===== src/include/dct_regs.svh =====
// Timing counts, field positions and reset values for the command timing link
`ifndef DCT_REGS_SVH
`define DCT_REGS_SVH

// Link clock period in picoseconds (10 MHz)
`define DCT_CLK_PERIOD_PS 100000
// Precharge period in picoseconds
`define DCT_PRECHARGE_PERIOD_PS 15000
// Precharge period rounded up to whole clock cycles
`define DCT_PRECHARGE_CYCLES ((`DCT_PRECHARGE_PERIOD_PS + `DCT_CLK_PERIOD_PS - 1) / `DCT_CLK_PERIOD_PS)
// Write data length in clock cycles after a write command
`define DCT_BURST_CYCLES 2
// Write to read delay in actual clock counts
`define DCT_WTR_CYCLES 2
// Clock enable must be registered on this many rising edges
`define DCT_CKE_HOLD_EDGES 3
// Power-down exit to activate, in actual clock counts
`define DCT_XP_CYCLES 2
// Termination turn-on delay, both speed classes
`define DCT_TERM_ON_CYCLES 2
// Termination turn-off delay, faster classes: half a period after the second falling edge
`define DCT_TERM_OFF_FAST_HALF 4
`define DCT_TERM_OFF_FAST_CYCLES ((`DCT_TERM_OFF_FAST_HALF + 1) / 2)
// Termination turn-off delay, slower classes: two and a half periods, rounded up
`define DCT_TERM_OFF_SLOW_HALF 5
`define DCT_TERM_OFF_SLOW_CYCLES ((`DCT_TERM_OFF_SLOW_HALF + 1) / 2)
// Write recovery field in the mode register set address
`define DCT_WR_FIELD_LSB 9
`define DCT_WR_FIELD_MSB 11
// Write recovery field reset value (code 1 means two cycles)
`define DCT_WR_FIELD_RESET 3'h1

`endif


===== src/include/dct_pkg.sv =====
// Types and helper functions shared by both ends of the command timing link
package dct_pkg;

   // Command on the link, one-hot
   typedef enum logic [6:0] {
      DCT_CMD_NOP = 7'h01,
      DCT_CMD_ACT = 7'h02,
      DCT_CMD_WR = 7'h04,
      DCT_CMD_WRA = 7'h08,
      DCT_CMD_RD = 7'h10,
      DCT_CMD_PRE = 7'h20,
      DCT_CMD_MRS = 7'h40
   } dct_cmd_e;

   // Termination state, one-hot
   typedef enum logic [5:0] {
      DCT_TERM_HIZ = 6'h01,
      DCT_TERM_ON_WAIT = 6'h02,
      DCT_TERM_TURNING_ON = 6'h04,
      DCT_TERM_ON = 6'h08,
      DCT_TERM_OFF_WAIT = 6'h10,
      DCT_TERM_TURNING_OFF = 6'h20
   } dct_term_e;

   typedef logic [3:0] dct_count_t;

   // Down-counter load for a spacing of n edges: reaches zero on the n-th edge
   function automatic dct_count_t dct_load(input dct_count_t n);
   begin
      dct_load = (n == 4'h0) ? 4'h0 : n - 4'h1;
   end
   endfunction

   // Write recovery cycles from the mode register field code
   function automatic dct_count_t dct_wr_cycles(input logic [2:0] code);
   begin
      dct_wr_cycles = {1'b0, code} + 4'h1;
   end
   endfunction

endpackage


===== src/include/dct_link_if.sv =====
// Command link between the memory controller and the memory device
`timescale 1ns/10ps
`default_nettype none

interface dct_link_if;
   import dct_pkg::*;

   logic cke;
   dct_cmd_e cmd;
   logic [1:0] bank;
   logic [12:0] addr;
   logic termination_control;

   modport ctrl (output cke, output cmd, output bank, output addr, output termination_control);
   modport dev (input cke, input cmd, input bank, input addr, input termination_control);
endinterface

`default_nettype wire


===== src/core/dct_device.sv =====
// Memory device end: mode register, termination timing and command spacing checks
`timescale 1ns/10ps
`default_nettype none
`include "dct_regs.svh"

module dct_device
   import dct_pkg::*;
(
   // Clock, reset, clock enable
   input wire logic clk,
   input wire logic rst_n,
   input wire logic ce,
   // Link from the controller
   dct_link_if.dev lnk,
   // Speed class select, high for the faster classes
   input wire logic speed_fast,
   // Termination status
   output var dct_term_e term_state,
   output logic term_resistance_on,
   // Mode and power status
   output dct_count_t wr_recovery,
   output logic powered_down,
   // Per-command outcome pulses, plus the clock enable hold violation pulse
   output logic cmd_accepted,
   output logic dal_violation,
   output logic wtr_violation,
   output logic xp_violation,
   output logic cke_violation
);

   // ==========================================================
   // Constants
   localparam dct_count_t PRECHARGE_CYCLES = 4'(`DCT_PRECHARGE_CYCLES);
   localparam dct_count_t WTR_LOAD = 4'(`DCT_BURST_CYCLES + `DCT_WTR_CYCLES);
   localparam dct_count_t CKE_HOLD = 4'(`DCT_CKE_HOLD_EDGES);
   localparam dct_count_t XP_CYCLES = 4'(`DCT_XP_CYCLES);
   localparam dct_count_t TERM_ON = 4'(`DCT_TERM_ON_CYCLES);
   localparam dct_count_t TERM_OFF_FAST = 4'(`DCT_TERM_OFF_FAST_CYCLES);
   localparam dct_count_t TERM_OFF_SLOW = 4'(`DCT_TERM_OFF_SLOW_CYCLES);

   // ==========================================================
   // Command timing state
   logic cke_prev;
   dct_count_t cke_hold;
   dct_count_t xp_cnt;
   dct_count_t wtr_cnt;
   dct_count_t dal_cnt [4];
   logic next_cke_prev;
   dct_count_t next_cke_hold;
   dct_count_t next_xp_cnt;
   dct_count_t next_wtr_cnt;
   dct_count_t next_dal_cnt [4];
   dct_count_t next_wr_recovery;
   logic next_powered_down;
   logic next_cmd_accepted;
   logic next_dal_violation;
   logic next_wtr_violation;
   logic next_xp_violation;
   logic next_cke_violation;

   // Next values for spacing counters; only clock edges with ce high count
   always_comb
   begin
      next_cke_prev = lnk.cke;
      next_cke_hold = cke_hold;
      next_xp_cnt = xp_cnt;
      next_wtr_cnt = wtr_cnt;
      next_wr_recovery = wr_recovery;
      next_powered_down = !lnk.cke;
      next_cmd_accepted = 1'b0;
      next_dal_violation = 1'b0;
      next_wtr_violation = 1'b0;
      next_xp_violation = 1'b0;
      next_cke_violation = 1'b0;
      for (int b = 0; b < 4; b++)
      begin
         next_dal_cnt[b] = (dal_cnt[b] != 4'h0) ? dal_cnt[b] - 4'h1 : 4'h0;
      end
      if (xp_cnt != 4'h0)
      begin
         next_xp_cnt = xp_cnt - 4'h1;
      end
      if (wtr_cnt != 4'h0)
      begin
         next_wtr_cnt = wtr_cnt - 4'h1;
      end
      // Level change before three registering edges breaks the hold
      if (lnk.cke != cke_prev)
      begin
         next_cke_hold = 4'h1;
         next_cke_violation = (cke_hold < CKE_HOLD);
         if (lnk.cke)
         begin
            next_xp_cnt = dct_load(XP_CYCLES);
         end
      end
      else if (cke_hold < CKE_HOLD)
      begin
         next_cke_hold = cke_hold + 4'h1;
      end
      // Commands count only while clock enable was and is high
      if (lnk.cke && cke_prev)
      begin
         case (lnk.cmd)
            DCT_CMD_ACT:
            begin
               next_cmd_accepted = 1'b1;
               next_dal_violation = (dal_cnt[lnk.bank] != 4'h0);
               next_xp_violation = (xp_cnt != 4'h0);
            end
            DCT_CMD_WR, DCT_CMD_WRA:
            begin
               next_cmd_accepted = 1'b1;
               next_wtr_cnt = dct_load(WTR_LOAD);
               if (lnk.cmd == DCT_CMD_WRA)
               begin
                  next_dal_cnt[lnk.bank] = dct_load(wr_recovery + PRECHARGE_CYCLES);
               end
            end
            DCT_CMD_RD:
            begin
               next_cmd_accepted = 1'b1;
               next_wtr_violation = (wtr_cnt != 4'h0);
            end
            DCT_CMD_PRE:
            begin
               next_cmd_accepted = 1'b1;
            end
            DCT_CMD_MRS:
            begin
               next_cmd_accepted = 1'b1;
               next_wr_recovery = dct_wr_cycles(lnk.addr[`DCT_WR_FIELD_MSB:`DCT_WR_FIELD_LSB]);
            end
            default:
            begin
               next_cmd_accepted = 1'b0;
            end
         endcase
      end
   end

   // Register command timing state
   always_ff @(posedge clk)
   begin
      if (!rst_n)
      begin
         cke_prev <= 1'b0;
         cke_hold <= CKE_HOLD;
         xp_cnt <= 4'h0;
         wtr_cnt <= 4'h0;
         dal_cnt <= '{default: 4'h0};
         wr_recovery <= dct_wr_cycles(`DCT_WR_FIELD_RESET);
         powered_down <= 1'b1;
         cmd_accepted <= 1'b0;
         dal_violation <= 1'b0;
         wtr_violation <= 1'b0;
         xp_violation <= 1'b0;
         cke_violation <= 1'b0;
      end
      else if (ce)
      begin
         cke_prev <= next_cke_prev;
         cke_hold <= next_cke_hold;
         xp_cnt <= next_xp_cnt;
         wtr_cnt <= next_wtr_cnt;
         dal_cnt <= next_dal_cnt;
         wr_recovery <= next_wr_recovery;
         powered_down <= next_powered_down;
         cmd_accepted <= next_cmd_accepted;
         dal_violation <= next_dal_violation;
         wtr_violation <= next_wtr_violation;
         xp_violation <= next_xp_violation;
         cke_violation <= next_cke_violation;
      end
   end

   // ==========================================================
   // Termination timing
   logic term_prev;
   dct_count_t term_cnt;
   logic next_term_prev;
   dct_count_t next_term_cnt;
   dct_term_e next_term_state;
   logic next_term_resistance_on;
   dct_count_t off_delay;

   // Slow classes round the half period up: a whole-cycle clock has no falling-edge timing
   assign off_delay = speed_fast ? TERM_OFF_FAST : TERM_OFF_SLOW;

   // Next termination state; a new first edge restarts the delay from that edge
   always_comb
   begin
      next_term_prev = lnk.termination_control;
      next_term_state = term_state;
      next_term_cnt = (term_cnt != 4'h0) ? term_cnt - 4'h1 : 4'h0;
      if (lnk.termination_control && !term_prev)
      begin
         next_term_state = DCT_TERM_ON_WAIT;
         next_term_cnt = dct_load(TERM_ON);
      end
      else if (!lnk.termination_control && term_prev)
      begin
         next_term_state = DCT_TERM_OFF_WAIT;
         next_term_cnt = dct_load(off_delay);
      end
      else
      begin
         case (term_state)
            DCT_TERM_HIZ: next_term_state = DCT_TERM_HIZ;
            DCT_TERM_ON_WAIT: next_term_state = (term_cnt == 4'h0) ? DCT_TERM_TURNING_ON : DCT_TERM_ON_WAIT;
            DCT_TERM_TURNING_ON: next_term_state = DCT_TERM_ON;
            DCT_TERM_ON: next_term_state = DCT_TERM_ON;
            DCT_TERM_OFF_WAIT: next_term_state = (term_cnt == 4'h0) ? DCT_TERM_TURNING_OFF : DCT_TERM_OFF_WAIT;
            DCT_TERM_TURNING_OFF: next_term_state = DCT_TERM_HIZ;
            default: next_term_state = DCT_TERM_HIZ;
         endcase
      end
      // Resistance counts as present from turn-on begin until turn-off completes
      next_term_resistance_on = (next_term_state == DCT_TERM_TURNING_ON) || (next_term_state == DCT_TERM_ON) ||
                                (next_term_state == DCT_TERM_OFF_WAIT) || (next_term_state == DCT_TERM_TURNING_OFF);
   end

   // Register termination state
   always_ff @(posedge clk)
   begin
      if (!rst_n)
      begin
         term_prev <= 1'b0;
         term_cnt <= 4'h0;
         term_state <= DCT_TERM_HIZ;
         term_resistance_on <= 1'b0;
      end
      else if (ce)
      begin
         term_prev <= next_term_prev;
         term_cnt <= next_term_cnt;
         term_state <= next_term_state;
         term_resistance_on <= next_term_resistance_on;
      end
   end

endmodule

`default_nettype wire


===== src/flat_wrapper.sv =====
// flat-port wrapper written by rule: the top's interface ports become plain ports
module dct_device_flat import dct_pkg::*;
  (clk, rst_n, ce, speed_fast, term_state, term_resistance_on, wr_recovery, powered_down, cmd_accepted, dal_violation, wtr_violation, xp_violation, cke_violation, lnk_cke, lnk_cmd, lnk_bank, lnk_addr, lnk_termination_control);
  dct_link_if lnk_i ();
  input wire logic clk;
  input wire logic rst_n;
  input wire logic ce;
  input wire logic speed_fast;
  output var dct_term_e term_state;
  output logic term_resistance_on;
  output dct_count_t wr_recovery;
  output logic powered_down;
  output logic cmd_accepted;
  output logic dal_violation;
  output logic wtr_violation;
  output logic xp_violation;
  output logic cke_violation;
  input wire logic [$bits(lnk_i.cke)-1:0] lnk_cke;
  input wire logic [$bits(lnk_i.cmd)-1:0] lnk_cmd;
  input wire logic [$bits(lnk_i.bank)-1:0] lnk_bank;
  input wire logic [$bits(lnk_i.addr)-1:0] lnk_addr;
  input wire logic [$bits(lnk_i.termination_control)-1:0] lnk_termination_control;
  assign lnk_i.cke = lnk_cke;
  assign lnk_i.cmd = lnk_cmd;
  assign lnk_i.bank = lnk_bank;
  assign lnk_i.addr = lnk_addr;
  assign lnk_i.termination_control = lnk_termination_control;
  dct_device u_core (.clk(clk), .rst_n(rst_n), .ce(ce), .lnk(lnk_i), .speed_fast(speed_fast), .term_state(term_state), .term_resistance_on(term_resistance_on), .wr_recovery(wr_recovery), .powered_down(powered_down), .cmd_accepted(cmd_accepted), .dal_violation(dal_violation), .wtr_violation(wtr_violation), .xp_violation(xp_violation), .cke_violation(cke_violation));
endmodule

===== config.mk =====
export PLATFORM = sky130hd
export DESIGN_NAME = dct_device_flat
export DESIGN_NICKNAME = d
export VERILOG_FILES = /design/src/include/dct_pkg.sv /design/src/include/dct_link_if.sv /design/src/core/dct_device.sv /design/src/flat_wrapper.sv
export VERILOG_INCLUDE_DIRS = /design/src /design/src/include
export SDC_FILE = /design/constraint.sdc
export NUM_CORES = 1
export LEC_CHECK = 0
export BUFFER_PORTS_ARGS = -buffer_cell sky130_fd_sc_hd__buf_4
export CAP_MARGIN = 20
export CORE_MARGIN = 4
export CORE_UTILIZATION = 61
export DETAILED_ROUTE_END_ITERATION = 10
export PLACE_DENSITY = 0.93
export SLEW_MARGIN = 40
export SYNTH_ARGS = -nofsm -noshare
export SYNTH_HDL_FRONTEND = slang
export SYNTH_SLANG_ARGS = --single-unit

===== constraint.sdc =====
create_clock -name clk -period 5.43 [get_ports clk]
set_input_delay 0.2715 -clock clk [delete_from_list [all_inputs] [get_ports clk]]
set_output_delay 0.2715 -clock clk [all_outputs]
set_load 0.05 [all_outputs]

### Yosys cells after proc, flatten, opt, wreduce, memory -nomap -nowiden

Index checks and enable logic that the tools add are counted.

* output and inout bits: 17
* register bits: 51
* word-level logic and storage cells: 118
* bits of input ports: 28

* reduce and logical (&&, ||, !) cells: 27
* multiplexer cells: 41
* magnitude comparators: 3
* eq/ne operators: 15
* bitwise operators: 1
* add/subtract/negate cells: 12

Operators with widths (count)
* 4-bit 2-to-1 mux: 20
* 16-bit 2-to-1 mux: 3
* 4-bit by 1-bit subtractor with 4-bit output, second input constant: 9
* 4-bit nonzero test: 8
* 6-bit 2-to-1 mux: 3
* 6-bit case mux with 3 select lines: 1
* 16-bit bitwise mux: 1
* 6-bit by 3-bit equality test with 1-bit output, second input constant: 2
* 6-bit by 4-bit equality test with 1-bit output, second input constant: 2
* 6-bit by 5-bit equality test with 1-bit output, second input constant: 2
* 4-bit zero test: 3
* 1-bit 2-to-1 mux: 10
* 4-bit by 1-bit adder with 4-bit output, second input constant: 2
* 4-bit binary-select mux with 2-bit select: 1
* 4-bit demux with 2-bit select: 1
* 7-bit by 2-bit equality test with 1-bit output, second input constant: 1
* 7-bit by 3-bit equality test with 1-bit output, second input constant: 1
* 7-bit by 4-bit equality test with 1-bit output, second input constant: 1
* 7-bit by 5-bit equality test with 1-bit output, second input constant: 1
* 7-bit by 6-bit equality test with 1-bit output, second input constant: 1
* 7-bit equality test, second input constant: 1
* 6-bit by 2-bit equality test with 1-bit output, second input constant: 1
* 6-bit equality test, second input constant: 1
* 6-bit OR reduction: 1
* other kinds (14): 22

### Depth between registers and ports, before layout

* word-level depth: 9
* depth in mapped cells: 6
* mapped depth without buffers: 6

### Least setup slack after synthesis

OpenSTA, ideal clock, no wires.

* path kind: input to register
* start: input port lnk_cke
* end: register u_core.dal_cnt[6] (netlist name)
* stages on the path: 5
* data required time: 5.313 ns
* path buffers: 0
* arrival time: 1.932 ns
* setup slack: 3.380 ns
* library setup time: 0.117 ns
* cells stage by stage: ha_1 or4b_4 or4_2 mux2i_1 a32o_1

* longest elaborated chain between the ends: 2

Ends and longest elaborated chain
* start, declared: line flat_wrapper.sv:18 `input wire logic [$bits(lnk_i.cke)-1:0] lnk_cke;`
* 1-bit logical AND: line dct_device.sv:102 `if (lnk.cke && cke_prev)`
* 16-bit 2-to-1 mux: line dct_device.sv:102
* end signal, assigned: line dct_device.sv:166 `dal_cnt <= next_dal_cnt;`
* end, declared: line dct_device.sv:47 `dct_count_t dal_cnt [4];`

No other way between the ends.
A chain may end at the register's enable or synchronous reset.

### Final worst setup path

* start: register u_core.cke_prev
* end: register u_core.dal_cnt[2] (netlist name)

* longest elaborated chain between the ends: 2

Ends and longest elaborated chain
* start, declared: line dct_device.sv:43 `logic cke_prev;`
* start signal, assigned: line dct_device.sv:162 `cke_prev <= next_cke_prev;`
* 1-bit logical AND: line dct_device.sv:102
* 16-bit 2-to-1 mux: line dct_device.sv:102

No other way between the ends.

==> impl_metrics.toml <==
[route]
avgRoutedWirePerCell_um = 15.18
post-route-drc-count = 0
dr.pass1.iters = 5
via_per_inst = 6.360
drt_iter0_drc = 209
vias = 2735
antenna_left = 0
routed_wl_um = 6526

[final_layout]
synthToLayoutAreaGrowth_pct = 11.43
fin_nets = 415
drive_gt1_share_pct = 14.29
fillers = 349
antennaDiodeCount = 0

[yosys]
ys_seq_elements = 51
syn_nets = 391
synth.largest_area_cell = "dfxtp_1"
netlist_top_cells_area = "dfxtp_1 35%, nand2_1 4.8%, ha_1 3.9%, o21ai_0 3.8%, a21oi_1 3.3%"
synth_edf_count = 0
netlist.area_leader.share_pct = 35.07
syn_area_mm2 = 0.002912
yosys.area_share.simple_pct = 28.92
synth_compound_area_share_pct = 21.62
syn_avg_cell_area_um2 = 8.225
synthTopCellsByCount = "51 x dfxtp_1, 37 x nand2_1, 22 x o21ai_0"
synth_top_family_by_area = "simple AND/OR/NAND/NOR gates"
yosys.area_share.xor_xnor_pct = 2.707
ys_types = 60
yosys_most_used_dff = "dfxtp_1"
async_flop_share_pct = 0
syn_inst = 354
ys_warn_count = 0
yosysMostFrequentCell = "dfxtp_1"
synth_mux_area_share_pct = 3.309
synthAdderAreaFrac_pct = 3.868
synth-seq-area-share_pct = 35.07

[placement]
dp_hpwl_um = 4589
place_congestion = 0.8729
port_buffers = 34
dp_slack_ps = 3151

[clocking]
clk_path_buf_depth = 2
htreeDepth = 2
cts_buffers = 5
cts_setup_buffers = 0
cts_hold_buf = 0
cts_tree = "built"
cts-root-buf = "clkbuf_8"
insertion_delay_ps = 300
ctsResizeCount = 0
clock_sinks = 51
clk_pin_slew_ps = 90

[sta]
hold_viol_final = 0
rsz0062_at_grt = "false"
fin_crit_ps = 2247
finalMaxSlewViolations = 0
slew_headroom_pct = 51.77
finClkSkew_ps = 2.488
setup_viol = 0
fmax_ghz = 0.4450
fin_ws_ps = 3183
post-route-period-util_pct = 41.39
worst_pin_slew_ps = 713.4
tns_ps = 0

[global_routing]
grt_max_degree = 68
grt_pass1_vias = 2448
grt_antenna_before_repair = 0
grt_use_total_pct = 22.17
grt_pass1_wl_um = 11030
grt_overflow = 0

[power]
p_leak_nw = 1.269
p_sw_share_pct = 29.50
clockPowerShare_pct = 26.6
seqPwrFrac_pct = 50.8
p_per_area_mw_per_mm2 = 253.1
p_int_w = 0.0005789
comb_power_share_pct = 22.6
peakVddDrop_uv = 272.4
p_switching_w = 0.0002423

[die]
core_mm2 = 0.004474
die_area_mm2 = 0.005942
die_w_um = 77.09
initial_core_util_pct = 65.07
fp.dieH_um = 77.09
rows = 24
io_pins = 45

[worst_setup_path]
crit_chain = "ha_1 -> or4b_4 -> nor4_2 -> o21ai_0 -> a32o_1"
cp.arrival_ps = 2440
r2r_start = "u_core.cke_prev$_SDFFE_PN0P_"
slowest_delay_ps = 580
cp-startpoint = "u_core.cke_prev$_SDFFE_PN0P_"
rr_worst_depth = 5
start_kind = "flip-flop"
cp_slowest_cell = "nor4_2"
cp-end-kind = "flip-flop"
critPathKind = "reg2reg"
r2r_end = "u_core.dal_cnt[2]$_SDFFE_PN0P_"
worstPathMaxFanout = 7
rrSetupSlack_ps = 3180
crit_family = "simple AND/OR/NAND/NOR gates"
worstPathRequired_ps = 5630
path_buf_inv = 0

[outcome]
status = "completed"

[hold_path]
hold_start = "lnk_termination_control"
hold_end = "u_core.term_prev$_SDFFE_PN0P_"
min_path_cells = 3
hold_path_class = "in2reg"

[run]
cap_viol_max_count = 0
[worst max path at each step]
stage / endpoint / slack (ps) / cells past startpoint
6_report: u_core.dal_cnt[2]$_SDFFE_PN0P_ / 3180 / 5
5_1_grt: u_core.dal_cnt[10]$_SDFFE_PN0P_ / 3070 / 5
4_1_cts: u_core.dal_cnt[6]$_SDFFE_PN0P_ / 3190 / 5
3_5_place_dp: u_core.dal_cnt[6]$_SDFFE_PN0P_ / 3150 / 6
3_3_place_gp: u_core.dal_cnt[10]$_SDFFE_PN0P_ / 3170 / 6
2_1_floorplan: u_core.dal_cnt[11]$_SDFFE_PN0P_ / 3260 / 6
[layout make-up]
type	count	area, um^2	area share [%]
clock inverters	1	5.005	0.1543
repair buffers	34	255.2	7.867
well taps	52	65.06	2.005
inverters	15	56.30	1.735
multi-input cells	271	1759	54.22
clock buffers	6	82.58	2.545
flip-flops and latches	51	1021	31.47
[power by group through the flow]
stage / clock [W] / combinational (W) / sequential (W)
after detailed placement: 0 / 0.000185 / 0.000425
final: 0.000218 / 0.000186 / 0.000417
after floorplan: 0 / 0.000132 / 0.000429
after global routing: 0.000236 / 0.000209 / 0.000420
after global placement: 0 / 0.000175 / 0.000423
after CTS: 0.000224 / 0.000186 / 0.000416
[metrics by stage]
step | std cells | instance area [um^2] | hold slack (ps) | utilization [%] | total power, W
3_5_place_dp | 423 | 3157 | 460.7 | 70.55 | 0.0006102
3_3_place_gp | 423 | 3157 | 459.5 | 70.55 | 0.0005981
6_report | 430 | 3244 | 240.8 | 72.51 | 0.0008212
2_1_floorplan | 354 | 2912 | 418.8 | - | 0.0005611
5_1_grt | 430 | 3244 | 278.1 | 72.51 | 0.0008660
4_1_cts | 430 | 3244 | 240.0 | 72.51 | 0.0008259
[worst reg2reg max path: cells and delay by family (launching register included)]
kind,cells,cell delay (ps)
AOI/OAI and AO/OA,2,500
adders and majority gates,1,210
and+or+nand+nor,2,1110
DFF,1,340
[metal layers]
layer / global-route usage, % / vias to the layer above / routed length [um]
met2: 38.15 / 78 / 3217
met3: 3.747 / 12 / 342
met1: 28.10 / 1281 / 2858
met4: 7.295 / 0 / 108
li1: - / 1364 / -
met5: 0 / - / 0
[placed cells by master, fill, tap and decap left out, drive strengths merged, types with 3 or more instances in the layout]
cell type,netlist,layout
dfxtp,51,51
nand2,37,37
buf,2,34
o21ai,22,22
nor2,20,20
a21oi,19,19
inv,15,15
nor3,15,15
nand3b,11,11
nand2b,10,10
ha,9,9
and3,8,8
o211ai,8,8
o22ai,7,7
mux2i,7,7
nand4,6,6
nand3,6,6
or3,6,6
clkbuf,15,6
xor2,5,5
a31oi,5,5
nor4b,4,4
nor2b,4,4
and2,4,4
xnor2,4,4
nor4,4,4
nor3b,3,3
a221oi,3,3
a311oi,3,3
o21a,3,3
a211oi,3,3
a32o,3,3
or4,3,3
[sequential cells by signal, indices dropped and copies added (netlist names), 4 cells and up]
register and count:
u_core.term_cnt 4, u_core.wr_recovery 4, u_core.cke_hold 4, u_core.xp_cnt 4, u_core.term_state 6, u_core.dal_cnt 16, u_core.wtr_cnt 4
[logic make-up (layout without fill, tap and decap cells)]
logic type / count (synthesis) / in the layout
adder cells (fa/ha/maj): 9 / 9
XOR/XNOR: 9 / 9
multiplexers: 9 / 9
buffers and inverters: 32 / 56
AO/OA/AOI/OAI: 94 / 94
flip-flops: 51 / 51
AND/OR/NAND/NOR: 150 / 150
Note: power is estimated with default switching activity, not from simulation.
